[config.mk]
export PLATFORM = sky130hd
export DESIGN_NAME = ilc_top
export DESIGN_NICKNAME = d
export VERILOG_FILES = /design/src/pkg/ilc_pkg.sv /design/src/ilc_detector.sv /design/src/ilc_top.sv
export SDC_FILE = /design/constraint.sdc
export NUM_CORES = 1
export LEC_CHECK = 0
export ABC_CLOCK_PERIOD_IN_PS = 8540
export BUFFER_PORTS_ARGS = -buffer_cell sky130_fd_sc_hd__buf_2
export CORE_ASPECT_RATIO = 0.9
export CORE_MARGIN = 5
export CORE_UTILIZATION = 42
export CTS_CLUSTER_SIZE = 20
export DETAILED_ROUTE_END_ITERATION = 10
export SLEW_MARGIN = 20
export SYNTH_ARGS = -nofsm -noshare
export SYNTH_HDL_FRONTEND = slang
export SYNTH_SLANG_ARGS = --single-unit
[constraint.sdc]
create_clock -name i_clock -period 8.54 [get_ports i_clock]
set_input_delay 1.708 -clock i_clock [delete_from_list [all_inputs] [get_ports i_clock]]
set_output_delay 1.708 -clock i_clock [all_outputs]
set_load 0.01 [all_outputs]
[src/pkg/ilc_pkg.sv]
package ilc_pkg;

  // ****************************************************************
  // Clock and timing
  // ****************************************************************
  localparam real CLOCK_MHZ = 20.0;
  localparam real PERIOD_MS = 39.8;
  // A fixed measurement period; whole cycles, rounded down
  localparam int PERIOD_CYCLES = int'($floor(PERIOD_MS * CLOCK_MHZ * 1000.0));
  localparam int PERIOD_CNT_W = 20;

  // ****************************************************************
  // Detector thresholds
  // ****************************************************************
  localparam logic [9:0] ERR_LIMIT = 10'h258;
  localparam logic [9:0] ERR_SAT = 10'h3FF;
  localparam logic [6:0] RUN_LIMIT = 7'h7E;
  localparam logic [6:0] RUN_SAT = 7'h7F;

  // ****************************************************************
  // Register indices (byte address is four times the index)
  // ****************************************************************
  localparam logic [7:0] IDX_TX_CTRL = 8'h74;
  localparam logic [7:0] IDX_TX_CODE = 8'h75;
  localparam logic [7:0] IDX_DET_CFG = 8'h76;
  localparam logic [7:0] IDX_DET_STATE = 8'h77;
  localparam logic [7:0] IDX_ARM_CODE = 8'h78;
  localparam logic [7:0] IDX_REL_CODE = 8'h79;
  localparam logic [7:0] IDX_IRQ_MASK = 8'h7A;
  localparam logic [7:0] IDX_IRQ_FLAGS = 8'h7B;
  localparam int ADDR_W = 12;

  // ****************************************************************
  // Reset values and writable masks
  // ****************************************************************
  localparam logic [7:0] RST_TX_CTRL = 8'h00;
  localparam logic [7:0] RST_TX_CODE = 8'h00;
  localparam logic [7:0] RST_DET_CFG = 8'h04;
  localparam logic [7:0] RST_ARM_CODE = 8'h08;
  localparam logic [7:0] RST_REL_CODE = 8'h24;
  localparam logic [7:0] RST_IRQ_MASK = 8'h00;
  localparam logic [7:0] RST_IRQ_FLAGS = 8'h00;
  localparam logic [7:0] WMASK_TX_CTRL = 8'h0F;
  localparam logic [7:0] WMASK_DET_CFG = 8'h1F;
  localparam logic [7:0] WMASK_IRQ = 8'h03;

  // ****************************************************************
  // Field positions
  // ****************************************************************
  localparam int TXC_ON_BIT = 3;
  localparam int TXC_UNFM_BIT = 2;
  localparam int TXC_LEN_LO = 0;
  localparam int CFG_SKIP_BIT = 4;
  localparam int CFG_REL_LEN_LO = 2;
  localparam int CFG_ARM_LEN_LO = 0;
  localparam int ARM_BIT = 1;
  localparam int REL_BIT = 0;

  // ****************************************************************
  // AXI responses
  // ****************************************************************
  localparam logic [1:0] RESP_OKAY = 2'h0;
  localparam logic [1:0] RESP_SLVERR = 2'h2;

endpackage

[src/ilc_detector.sv]
module ilc_detector (
  // Clock and reset
  input wire logic i_clock,
  input wire logic i_reset,
  // Received stream
  input wire logic i_bit_valid,
  input wire logic i_bit,
  input wire logic i_fbit,
  // Configuration
  input wire logic i_skip_fbit,
  input wire logic [7:0] i_pattern,
  input wire logic [1:0] i_length,
  input wire logic i_period_end,
  // Status
  output logic o_present,
  output logic o_change
);
  import ilc_pkg::*;

  logic [7:0] hist;
  logic [2:0] ptr;
  logic [9:0] err;
  logic [6:0] run;
  logic [7:0] mask;
  logic [7:0] pat_v;
  logic [2:0] last;
  logic [7:0] next_hist;
  logic take;
  logic bit_err;
  logic [6:0] next_run;

  // ****************************************************************
  // Length selection
  // ****************************************************************
  always_comb begin
    case (i_length)
      2'h0: begin
        mask = 8'h1F;
        pat_v = {3'h0, i_pattern[7:3]};
        last = 3'h4;
      end
      2'h1: begin
        mask = 8'h3F;
        pat_v = {2'h0, i_pattern[7:2]};
        last = 3'h5;
      end
      2'h2: begin
        mask = 8'h7F;
        pat_v = {1'h0, i_pattern[7:1]};
        last = 3'h6;
      end
      default: begin
        mask = 8'hFF;
        pat_v = i_pattern;
        last = 3'h7;
      end
    endcase
  end

  // ****************************************************************
  // Bit comparison
  // ****************************************************************
  // Framing bits are skipped outright, or compared with the result dropped
  assign take = i_bit_valid && !(i_fbit && i_skip_fbit);
  assign next_hist = {hist[6:0], i_bit};
  // Expected bit walks from bit 7 downward; unused low bits never reached
  assign bit_err = take && !i_fbit && (i_bit != i_pattern[3'h7 - ptr]);
  assign next_run = (run == RUN_SAT) ? RUN_SAT : run + 7'h01;

  always_ff @(posedge i_clock or posedge i_reset) begin
    if (i_reset) begin
      hist <= 8'h00;
      ptr <= 3'h0;
    end else if (take) begin
      hist <= next_hist;
      // A full window match re-aligns the phase to the pattern start
      if ((next_hist & mask) == pat_v) begin
        ptr <= 3'h0;
      end else if (ptr >= last) begin
        ptr <= 3'h0;
      end else begin
        ptr <= ptr + 3'h1;
      end
    end
  end

  // ****************************************************************
  // Period evaluation
  // ****************************************************************
  always_ff @(posedge i_clock or posedge i_reset) begin
    if (i_reset) begin
      err <= 10'h000;
    end else if (i_period_end) begin
      err <= bit_err ? 10'h001 : 10'h000;
    end else if (bit_err && err != ERR_SAT) begin
      err <= err + 10'h001;
    end
  end

  always_ff @(posedge i_clock or posedge i_reset) begin
    if (i_reset) begin
      run <= 7'h00;
      o_present <= 1'b0;
      o_change <= 1'b0;
    end else begin
      o_change <= 1'b0;
      if (i_period_end) begin
        if (err > ERR_LIMIT) begin
          run <= 7'h00;
          o_present <= 1'b0;
          o_change <= o_present;
        end else if (err < ERR_LIMIT) begin
          run <= next_run;
          // Exactly the limit counts as neither good nor lost
          if (next_run > RUN_LIMIT) begin
            o_present <= 1'b1;
            o_change <= !o_present;
          end
        end else begin
          run <= 7'h00;
        end
      end
    end
  end

endmodule

[src/ilc_top.sv]
module ilc_top #(
  parameter int P_PERIOD_CYCLES = ilc_pkg::PERIOD_CYCLES
) (
  // Clock and reset
  input wire logic i_clock,
  input wire logic i_reset,
  // AXI4-Lite write address
  input wire logic [ilc_pkg::ADDR_W-1:0] i_s_axi_awaddr,
  input wire logic i_s_axi_awvalid,
  output logic o_s_axi_awready,
  // AXI4-Lite write data
  input wire logic [31:0] i_s_axi_wdata,
  input wire logic [3:0] i_s_axi_wstrb,
  input wire logic i_s_axi_wvalid,
  output logic o_s_axi_wready,
  // AXI4-Lite write response
  output logic [1:0] o_s_axi_bresp,
  output logic o_s_axi_bvalid,
  input wire logic i_s_axi_bready,
  // AXI4-Lite read address
  input wire logic [ilc_pkg::ADDR_W-1:0] i_s_axi_araddr,
  input wire logic i_s_axi_arvalid,
  output logic o_s_axi_arready,
  // AXI4-Lite read data
  output logic [31:0] o_s_axi_rdata,
  output logic [1:0] o_s_axi_rresp,
  output logic o_s_axi_rvalid,
  input wire logic i_s_axi_rready,
  // Transmit stream in
  input wire logic i_tx_valid,
  input wire logic i_tx_data,
  input wire logic i_tx_fbit,
  // Transmit stream out
  output logic o_tx_valid,
  output logic o_tx_data,
  output logic o_tx_fbit,
  // Receive stream
  input wire logic i_rx_valid,
  input wire logic i_rx_data,
  input wire logic i_rx_fbit,
  // Interrupt
  output logic o_irq
);
  import ilc_pkg::*;

  // ****************************************************************
  // Registers
  // ****************************************************************
  logic [7:0] tx_ctrl;
  logic [7:0] tx_loop_pattern_code;
  logic [7:0] loop_detector_config;
  logic [7:0] arm_target_code;
  logic [7:0] release_target_code;
  logic [7:0] loop_detector_irq_mask;
  logic [7:0] loop_detector_irq_flags;
  logic [7:0] loop_detector_state;

  logic tx_loop_pattern_on;
  logic tx_loop_unframed_sel;
  logic [1:0] tx_loop_code_length;
  logic skip_framing_bit_compare;
  logic [1:0] arm_pattern_length;
  logic [1:0] release_pattern_length;
  logic arm_pattern_present;
  logic release_pattern_present;
  logic arm_change;
  logic release_change;

  assign tx_loop_pattern_on = tx_ctrl[TXC_ON_BIT];
  assign tx_loop_unframed_sel = tx_ctrl[TXC_UNFM_BIT];
  assign tx_loop_code_length = tx_ctrl[TXC_LEN_LO +: 2];
  assign skip_framing_bit_compare = loop_detector_config[CFG_SKIP_BIT];
  assign arm_pattern_length = loop_detector_config[CFG_ARM_LEN_LO +: 2];
  assign release_pattern_length = loop_detector_config[CFG_REL_LEN_LO +: 2];

  always_comb begin
    loop_detector_state = 8'h00;
    loop_detector_state[ARM_BIT] = arm_pattern_present;
    loop_detector_state[REL_BIT] = release_pattern_present;
  end

  // ****************************************************************
  // AXI4-Lite write channel
  // ****************************************************************
  // Address and data are caught independently, then one response
  logic aw_held;
  logic w_held;
  logic [ADDR_W-1:0] aw_addr;
  logic [31:0] w_data;
  logic [3:0] w_strb;
  logic wr_fire;
  logic [7:0] wr_idx;
  logic wr_hit;
  logic wr_lane;

  assign wr_fire = aw_held && w_held && !o_s_axi_bvalid;
  assign wr_idx = aw_addr[9:2];
  assign wr_lane = wr_fire && w_strb[0];
  assign wr_hit = (aw_addr[1:0] == 2'h0) && (aw_addr[ADDR_W-1:10] == 2'h0)
    && (wr_idx >= IDX_TX_CTRL) && (wr_idx <= IDX_IRQ_FLAGS);

  always_ff @(posedge i_clock or posedge i_reset) begin
    if (i_reset) begin
      aw_held <= 1'b0;
      aw_addr <= '0;
      o_s_axi_awready <= 1'b0;
    end else if (i_s_axi_awvalid && o_s_axi_awready) begin
      aw_held <= 1'b1;
      aw_addr <= i_s_axi_awaddr;
      o_s_axi_awready <= 1'b0;
    end else if (wr_fire) begin
      aw_held <= 1'b0;
    end else begin
      o_s_axi_awready <= !aw_held && !o_s_axi_bvalid;
    end
  end

  always_ff @(posedge i_clock or posedge i_reset) begin
    if (i_reset) begin
      w_held <= 1'b0;
      w_data <= 32'h0000_0000;
      w_strb <= 4'h0;
      o_s_axi_wready <= 1'b0;
    end else if (i_s_axi_wvalid && o_s_axi_wready) begin
      w_held <= 1'b1;
      w_data <= i_s_axi_wdata;
      w_strb <= i_s_axi_wstrb;
      o_s_axi_wready <= 1'b0;
    end else if (wr_fire) begin
      w_held <= 1'b0;
    end else begin
      o_s_axi_wready <= !w_held && !o_s_axi_bvalid;
    end
  end

  always_ff @(posedge i_clock or posedge i_reset) begin
    if (i_reset) begin
      o_s_axi_bvalid <= 1'b0;
      o_s_axi_bresp <= RESP_OKAY;
    end else if (wr_fire) begin
      o_s_axi_bvalid <= 1'b1;
      // Status register is read-only; writes to it are refused
      o_s_axi_bresp <= (wr_hit && wr_idx != IDX_DET_STATE) ? RESP_OKAY : RESP_SLVERR;
    end else if (i_s_axi_bready) begin
      o_s_axi_bvalid <= 1'b0;
    end
  end

  // ****************************************************************
  // Control registers
  // ****************************************************************
  always_ff @(posedge i_clock or posedge i_reset) begin
    if (i_reset) begin
      tx_ctrl <= RST_TX_CTRL;
      tx_loop_pattern_code <= RST_TX_CODE;
      loop_detector_config <= RST_DET_CFG;
      arm_target_code <= RST_ARM_CODE;
      release_target_code <= RST_REL_CODE;
      loop_detector_irq_mask <= RST_IRQ_MASK;
    end else if (wr_lane && wr_hit) begin
      case (wr_idx)
        IDX_TX_CTRL: tx_ctrl <= w_data[7:0] & WMASK_TX_CTRL;
        IDX_TX_CODE: tx_loop_pattern_code <= w_data[7:0];
        IDX_DET_CFG: loop_detector_config <= w_data[7:0] & WMASK_DET_CFG;
        IDX_ARM_CODE: arm_target_code <= w_data[7:0];
        IDX_REL_CODE: release_target_code <= w_data[7:0];
        IDX_IRQ_MASK: loop_detector_irq_mask <= w_data[7:0] & WMASK_IRQ;
        default: tx_ctrl <= tx_ctrl;
      endcase
    end
  end

  // ****************************************************************
  // Change flags and interrupt
  // ****************************************************************
  logic [7:0] flag_set;
  logic [7:0] flag_clr;

  always_comb begin
    flag_set = 8'h00;
    flag_set[ARM_BIT] = arm_change;
    flag_set[REL_BIT] = release_change;
    flag_clr = 8'h00;
    if (wr_lane && wr_hit && wr_idx == IDX_IRQ_FLAGS) begin
      flag_clr = w_data[7:0] & WMASK_IRQ;
    end
  end

  // A change in the same cycle as the clearing write is kept
  always_ff @(posedge i_clock or posedge i_reset) begin
    if (i_reset) begin
      loop_detector_irq_flags <= RST_IRQ_FLAGS;
    end else begin
      loop_detector_irq_flags <= (loop_detector_irq_flags & ~flag_clr) | flag_set;
    end
  end

  always_ff @(posedge i_clock or posedge i_reset) begin
    if (i_reset) begin
      o_irq <= 1'b0;
    end else begin
      o_irq <= |(loop_detector_irq_flags & loop_detector_irq_mask);
    end
  end

  // ****************************************************************
  // AXI4-Lite read channel
  // ****************************************************************
  logic [7:0] rd_idx;
  logic rd_hit;
  logic [7:0] rd_val;

  assign rd_idx = i_s_axi_araddr[9:2];
  assign rd_hit = (i_s_axi_araddr[1:0] == 2'h0) && (i_s_axi_araddr[ADDR_W-1:10] == 2'h0)
    && (rd_idx >= IDX_TX_CTRL) && (rd_idx <= IDX_IRQ_FLAGS);

  always_comb begin
    case (rd_idx)
      IDX_TX_CTRL: rd_val = tx_ctrl;
      IDX_TX_CODE: rd_val = tx_loop_pattern_code;
      IDX_DET_CFG: rd_val = loop_detector_config;
      IDX_DET_STATE: rd_val = loop_detector_state;
      IDX_ARM_CODE: rd_val = arm_target_code;
      IDX_REL_CODE: rd_val = release_target_code;
      IDX_IRQ_MASK: rd_val = loop_detector_irq_mask;
      IDX_IRQ_FLAGS: rd_val = loop_detector_irq_flags;
      default: rd_val = 8'h00;
    endcase
  end

  always_ff @(posedge i_clock or posedge i_reset) begin
    if (i_reset) begin
      o_s_axi_arready <= 1'b0;
      o_s_axi_rvalid <= 1'b0;
      o_s_axi_rdata <= 32'h0000_0000;
      o_s_axi_rresp <= RESP_OKAY;
    end else if (i_s_axi_arvalid && o_s_axi_arready) begin
      o_s_axi_arready <= 1'b0;
      o_s_axi_rvalid <= 1'b1;
      o_s_axi_rdata <= rd_hit ? {24'h00_0000, rd_val} : 32'h0000_0000;
      o_s_axi_rresp <= rd_hit ? RESP_OKAY : RESP_SLVERR;
    end else if (o_s_axi_rvalid) begin
      if (i_s_axi_rready) begin
        o_s_axi_rvalid <= 1'b0;
      end
    end else begin
      o_s_axi_arready <= 1'b1;
    end
  end

  // ****************************************************************
  // Transmit pattern overwrite
  // ****************************************************************
  logic [2:0] tx_ptr;
  logic [2:0] tx_last;
  logic tx_over;

  // Lowest valid bit index is 3, 2, 1 or 0 by the length field
  assign tx_last = 3'h4 + {1'b0, tx_loop_code_length};
  assign tx_over = tx_loop_pattern_on && (!i_tx_fbit || tx_loop_unframed_sel);

  always_ff @(posedge i_clock or posedge i_reset) begin
    if (i_reset) begin
      tx_ptr <= 3'h0;
    end else if (!tx_loop_pattern_on) begin
      tx_ptr <= 3'h0;
    end else if (i_tx_valid && tx_over) begin
      tx_ptr <= (tx_ptr >= tx_last) ? 3'h0 : tx_ptr + 3'h1;
    end
  end

  always_ff @(posedge i_clock or posedge i_reset) begin
    if (i_reset) begin
      o_tx_valid <= 1'b0;
      o_tx_data <= 1'b0;
      o_tx_fbit <= 1'b0;
    end else begin
      o_tx_valid <= i_tx_valid;
      o_tx_fbit <= i_tx_fbit;
      o_tx_data <= tx_over ? tx_loop_pattern_code[3'h7 - tx_ptr] : i_tx_data;
    end
  end

  // ****************************************************************
  // Measurement period and detectors
  // ****************************************************************
  // Free-running period, not aligned to any pattern event
  logic [PERIOD_CNT_W-1:0] period_cnt;
  logic period_end;

  always_ff @(posedge i_clock or posedge i_reset) begin
    if (i_reset) begin
      period_cnt <= '0;
      period_end <= 1'b0;
    end else if (period_cnt >= PERIOD_CNT_W'(P_PERIOD_CYCLES - 1)) begin
      period_cnt <= '0;
      period_end <= 1'b1;
    end else begin
      period_cnt <= period_cnt + PERIOD_CNT_W'(1);
      period_end <= 1'b0;
    end
  end

  ilc_detector u_arm (
    .i_clock(i_clock),
    .i_reset(i_reset),
    .i_bit_valid(i_rx_valid),
    .i_bit(i_rx_data),
    .i_fbit(i_rx_fbit),
    .i_skip_fbit(skip_framing_bit_compare),
    .i_pattern(arm_target_code),
    .i_length(arm_pattern_length),
    .i_period_end(period_end),
    .o_present(arm_pattern_present),
    .o_change(arm_change)
  );

  ilc_detector u_release (
    .i_clock(i_clock),
    .i_reset(i_reset),
    .i_bit_valid(i_rx_valid),
    .i_bit(i_rx_data),
    .i_fbit(i_rx_fbit),
    .i_skip_fbit(skip_framing_bit_compare),
    .i_pattern(release_target_code),
    .i_length(release_pattern_length),
    .i_period_end(period_end),
    .o_present(release_pattern_present),
    .o_change(release_change)
  );

endmodule

==> reports/results.ini, run 1 <==
[cells_and_area]
layout-drive-gt1-share = 0.1494
diodes = 0
nNetsFinal = 967
instances_no_fill = 1145
fillers = 1866
syn2layout_area_growth_pct = 11.76

[drt]
wl_mm = 18.88
route.detailed.drc = 0
viasPerCell = 5.553
drtIter0Drc = 420
routedWlPerCell_um = 16.49
via_count = 6358
antenna_left = 0
drt_pre_antenna_iters = 7

[worst_setup_path]
worstPathRequired_ps = 8890
r2r-start = arm_target_code[6]$_DFFE_PP0P_
reg2reg_slack_ps = 5980
start_kind = input port
timing_worst_setup_path_type = in -> reg
cp_max_fo = 12
r2r-end = u_arm.err[9]$_DFFE_PP0P_
worstSetupEndpointType = flip-flop
r2r_cells = 5
cp.arrival_ps = 3840

[synth]
yosysTopAreaCellShare = 0.4439
syn-cell-area_um2 = 8457
async_flop_share = 1.000
synthCells = 832
synth.area.top_cells = dfrtp_1 (44%), mux2_1 (5.5%), nand2_1 (3.1%)
yosysWarningCount = 0
yosys-top-cells-count = dfrtp_1 (150), nand2_1 (70), mux2_1 (41), nor2_1 (41), a21oi_1 (39)
yosys.area.top_type = dfrtp_1
ys_seq_area_frac = 0.4563
ys.flop_type = dfrtp_1
synth_edf_count = 0
ys_types = 71
ys_seq_elements = 154
yosysMostFrequentCell = dfrtp_1
avgSynthCellArea_um2 = 10.16

[timing]
setup_ws_ps = 5049
setup_tns_ps = 0
worst_pin_slew_ps = 1067
finalClockSkew_ps = 6.332
rsz0062_at_grt = no
final_hold_viol_count = 0
max-slew-margin-rel = 0.2786
setup_violations = 0
finalMaxSlewViolations = 0
holdWs_ps = 426.6
fin_crit_sh = 0.4088
fmax_mhz = 286.4
fin_crit_ps = 3491

[clocking]
clkSinkCount = 154
clk_latency_ps = 430
numCtsBuffers = 17
cts-root-buf = clkbuf_16
postCtsResizedCells = 0
cts_tree = done
post_cts_buffers = 0
postCtsHoldBufs = 0
htreeDepth = 4
cts_max_path_buffers = 2
path_clk_slew_ps = 70

[global_routing]
overflow = 0
grt_max_degree = 105
grt_antenna_before_repair = 0
gr-usage-all-layers = 0.1688
first_global_vias = 6083
grt_pass1_wl_mm = 31.53

[placement]
gp_congestion = 0.8289
io_buffers = 64
place_ws_ps = 4663
place_inst = 1114
hpwlAfterDp_mm = 13.28

[worst_hold_path]
hold_start = u_release.o_change$_DFF_PP0_
hold_path_end = loop_detector_irq_flags[0]$_DFF_PP0_
hold_depth = 1
hp-class = reg -> reg

[floorplanning]
die_area_um2 = 23080
core-area_um2 = 19930
dieHeight_um = 144.6
die_w_um = 159.6
io_pins = 118
rows = 49
start_util = 0.4244

[power]
vdd_drop_max_mv = 0.1157
p_per_area_nw_per_um2 = 213.3
p_leak_nw = 4.232

[job]
maxCapViolCount = 0

[outcome]
status = finished, final reports clean

cells in the final DEF (no fill, tap or decap), types with 22 or more instances in the layout:
master   instances
buf_2           64
mux2_1          41
nand2_1         70
o21ai_0         23
inv_1           34
conb_1          26
o21ai_1         35
a21oi_1         39
nand3_1         22
xor2_1          24
nor2_1          41
dfrtp_1        150
layout make-up:
cell class | instances | area, um2 | share of cell area
Multi-Input combinational cell | 599 | 4189 | 0.4432
Sequential cell | 154 | 3859 | 0.4083
Clock buffer | 17 | 425.4 | 0.04501
Timing Repair Buffer | 68 | 350.3 | 0.03707
Tap cell | 255 | 319.1 | 0.03376
Clock inverter | 14 | 161.4 | 0.01708
Inverter | 38 | 147.6 | 0.01562
flip-flops by register name, summed over array words and instances (netlist names), 4 cells and up:
signal                flops
o_s_axi_rdata             8
release_target_code       8
u_arm.err                10
u_release.run             7
aw_addr                  12
arm_target_code           8
tx_loop_pattern_code      8
u_arm.hist                7
period_cnt               20
u_arm.run                 7
tx_ctrl                   4
loop_detector_config      5
w_data                    8
u_release.err            10
critical path, cell delays in order:
cell	delay (ps)
buf_2	90
nor2b_1	640
nor4b_1	930
a22oi_1	140
o31a_1	200
o21ai_1	120
through the flow:
| stage | total power [W] | instance area (um2) | utilization |
|---|---|---|---|
| floorplan | 0.001167 | 8551 | - |
| global placement | 0.001260 | 8865 | 0.4449 |
| detailed placement | 0.001269 | 8865 | 0.4449 |
| CTS | 0.002041 | 9452 | 0.4743 |
| global route | 0.002127 | 9452 | 0.4743 |
| finish | 0.002016 | 9452 | 0.4743 |
how the worst max path moves through the flow:
stage | startpoint | to | slack, ps | depth (start not counted)
floorplan | i_reset | arm_target_code[0]$_DFFE_PP0P_ | 2690 | 1
CTS | i_s_axi_araddr[4] | o_s_axi_rdata[1]$_DFFE_PP0P_ | 5140 | 6
global route | i_s_axi_araddr[4] | o_s_axi_rdata[1]$_DFFE_PP0P_ | 4880 | 6
global placement | i_s_axi_araddr[4] | o_s_axi_rdata[1]$_DFFE_PP0P_ | 4710 | 6
detailed placement | i_s_axi_araddr[4] | o_s_axi_rdata[1]$_DFFE_PP0P_ | 4660 | 6
finish | i_s_axi_araddr[4] | o_s_axi_rdata[1]$_DFFE_PP0P_ | 5050 | 6
routing by layer:
metal,track usage,vias to the layer above,wire length (um)
met4,0.03927,0,182
met2,0.2745,119,8981
met3,0.03961,19,769
met5,0,-,0
met1,0.2320,3129,8941
li1,-,3091,-
cell families after synthesis:
| kind of cell | after synthesis | synth area share |
|---|---|---|
| flip-flops | 154 | 0.4563 |
| other | 1 | 0.0004434 |
| XOR/XNOR | 41 | 0.04246 |
| adder cells (fa/ha/maj) | 16 | 0.02367 |
| multiplexers | 82 | 0.1172 |
| AO/OA/AOI/OAI | 201 | 0.1561 |
| AND/OR/NAND/NOR | 233 | 0.1438 |
| buffers and inverters | 104 | 0.06007 |
power by group:
part / switching, W / internal [W]
Sequential: 0.000130 / 0.000830
Combinational: 0.000145 / 0.000147
Clock: 0.000327 / 0.000437
Total: 0.000602 / 0.00141
Power figures use the tool's default switching activity.
==> inputs of run 2 (changes only) <==
--- a/config.mk
+++ b/config.mk
@@ -5,7 +5,7 @@
 export SDC_FILE = /design/constraint.sdc
 export NUM_CORES = 1
 export LEC_CHECK = 0
-export ABC_CLOCK_PERIOD_IN_PS = 8540
+export ABC_CLOCK_PERIOD_IN_PS = 3100
 export BUFFER_PORTS_ARGS = -buffer_cell sky130_fd_sc_hd__buf_2
 export CORE_ASPECT_RATIO = 0.9
 export CORE_MARGIN = 5
==> constraint.sdc (replaced) <==
create_clock -name i_clock -period 3.1 [get_ports i_clock]
set_input_delay 0.62 -clock i_clock [delete_from_list [all_inputs] [get_ports i_clock]]
set_output_delay 0.62 -clock i_clock [all_outputs]
set_load 0.01 [all_outputs]
==> run 2 against run 1 <==
  * Critical path depth shrank 1
  * Wire length grew 2.4%
  * First-iteration DRC count shrank 20%
  * Via count grew 1.9%
  * Critical endpoint is now u_arm.err[7]$_DFFE_PP0P_
  * Largest power group unchanged
==> reports/results.ini, run 2 (synthesis results as in run 1) <==
[job]
maxCapViolCount = 0  ; unchanged

[clocking]
cts-root-buf = clkbuf_16
htreeDepth = 4  ; unchanged
numCtsBuffers = 17  ; unchanged
postCtsHoldBufs = 0  ; unchanged
path_clk_slew_ps = 70  ; about the same
post_cts_buffers = 0  ; unchanged
cts_max_path_buffers = 2  ; unchanged
clk_latency_ps = 430  ; about the same
clkSinkCount = 154  ; unchanged
postCtsResizedCells = 0  ; unchanged
cts_tree = done

[drt]
drt_pre_antenna_iters = 6  ; -1
drtIter0Drc = 336  ; -20%
route.detailed.drc = 0  ; unchanged
wl_mm = 19.33  ; +2.4%
routedWlPerCell_um = 16.60  ; +0.71%
antenna_left = 0  ; unchanged
viasPerCell = 5.568  ; +0.27%
via_count = 6481  ; +1.9%

[timing]
fmax_mhz = 395.7
fin_crit_ps = 2527
setup_violations = 0  ; unchanged
worst_pin_slew_ps = 909.6  ; -157.5 ps
max-slew-margin-rel = 0.3779  ; +0.09931
finalMaxSlewViolations = 0  ; unchanged
rsz0062_at_grt = no
setup_ws_ps = 572.7  ; -4476 ps
finalClockSkew_ps = 13.62  ; +7.288 ps
setup_tns_ps = 0  ; unchanged
fin_crit_sh = 0.8153
final_hold_viol_count = 0  ; unchanged

[cells_and_area]
layout_commonest_cell = dfrtp_1
largest_reg_flops = 20  ; unchanged
top_register = period_cnt
layout_common_cells = dfrtp_1 (150), nand2_1 (70), buf_2 (64), nor2_1 (41), mux2_1 (41)
largestRegisters = period_cnt: 20 flops, aw_addr: 12 flops
syn2layout_area_growth_pct = 13.79
layout-drive-gt1-share = 0.1650  ; +0.01558
fillers = 1859  ; -0.38%
diodes = 0  ; unchanged
nNetsFinal = 985  ; +1.9%

[placement]
hpwlAfterDp_mm = 13.96  ; +5.1%
gp_congestion = 0.8520  ; +2.8%
place_ws_ps = 558.4  ; -4105 ps
io_buffers = 64  ; unchanged

[global_routing]
overflow = 0  ; unchanged
gr-usage-all-layers = 0.1743  ; +0.005528
grt_antenna_before_repair = 0  ; unchanged
first_global_vias = 6276  ; +3.2%
grt_max_degree = 46  ; -56%
grt_pass1_wl_mm = 32.79  ; +4.0%

[floorplanning]
io_pins = 118  ; unchanged
die_area_um2 = 23080  ; unchanged
core-area_um2 = 19930  ; unchanged
dieHeight_um = 144.6  ; unchanged
die_w_um = 159.6  ; unchanged
start_util = 0.4244  ; unchanged
rows = 49  ; unchanged

[power]
p_per_area_nw_per_um2 = 585.6  ; +170%
vdd_drop_max_mv = 0.2940  ; +150%
p_leak_nw = 4.337  ; +2.5%

[worst_setup_path]
r2r_cells = 5  ; unchanged
worstSetupEndpointType = flip-flop
r2r-start = u_arm.ptr[0]$_DFFE_PP0P_
cp_max_fo = 18  ; +6
r2r-end = u_arm.err[7]$_DFFE_PP0P_
worstPathRequired_ps = 3460  ; -5430 ps
reg2reg_slack_ps = 570  ; -5410 ps
timing_worst_setup_path_type = reg -> reg
cp.arrival_ps = 2890  ; -950 ps
start_kind = flip-flop

[outcome]
status = finished, final reports clean

[worst_hold_path]
hp-class = in -> async

run 2: layer usage:
layer | global-route usage | part of all wire | routed length, um | vias up
met1 | 0.2420 | 0.48 | 9309 | 3206
met4 | 0.04521 | 0.011 | 221 | 0
met5 | 0 | 0 | 0 | -
met3 | 0.04389 | 0.044 | 845 | 23
met2 | 0.2756 | 0.46 | 8948 | 129
li1 | - | - | - | 3123
run 2: cell type report:
type	instances	area (um2)	share of cell area
Clock inverter	12	165.2	0.01716
Timing Repair Buffer	86	498.0	0.05175
Inverter	38	146.4	0.01521
Sequential cell	154	3859	0.4010
Clock buffer	20	446.7	0.04642
Tap cell	255	319.1	0.03316
Multi-Input combinational cell	599	4189	0.4353
run 2: worst max-delay path by stage:
stage,from,endpoint,slack (ps),cells past startpoint
4_1_cts,u_arm.ptr[0]$_DFFE_PP0P_,u_arm.err[7]$_DFFE_PP0P_,560,5
3_5_place_dp,u_arm.ptr[0]$_DFFE_PP0P_,u_arm.err[7]$_DFFE_PP0P_,560,5
2_1_floorplan,i_reset,arm_target_code[0]$_DFFE_PP0P_,540,1
6_report,u_arm.ptr[0]$_DFFE_PP0P_,u_arm.err[7]$_DFFE_PP0P_,570,5
5_1_grt,u_arm.ptr[0]$_DFFE_PP0P_,u_arm.err[7]$_DFFE_PP0P_,420,5
3_3_place_gp,u_arm.ptr[0]$_DFFE_PP0P_,u_arm.err[9]$_DFFE_PP0P_,590,5
run 2: power breakdown:
| part | switching [W] | internal (W) |
|---|---|---|
| registers | 0.000361 | 0.00229 |
| clock network | 0.000869 | 0.00130 |
| logic | 0.000402 | 0.000417 |
run 2: critical path: stages, from the launching register on:
cell	delay (ps)
dfrtp_1	460
mux4_2	540
mux2i_1	290
mux2_2	520
or4_1	500
a21oi_1	150
run 2: through the flow:
stage                     cells  hold WS, ps    util  power (W)  area, um2
after floorplan             857        404.4       -   0.003214       8554
after global placement     1132        415.2  0.4522   0.003490       9011
after detailed placement   1132        428.8  0.4522   0.003515       9011
after CTS                  1164        271.3  0.4830   0.005714       9623
after global routing       1164        289.4  0.4830   0.005957       9623
final                      1164        261.9  0.4830   0.005635       9623
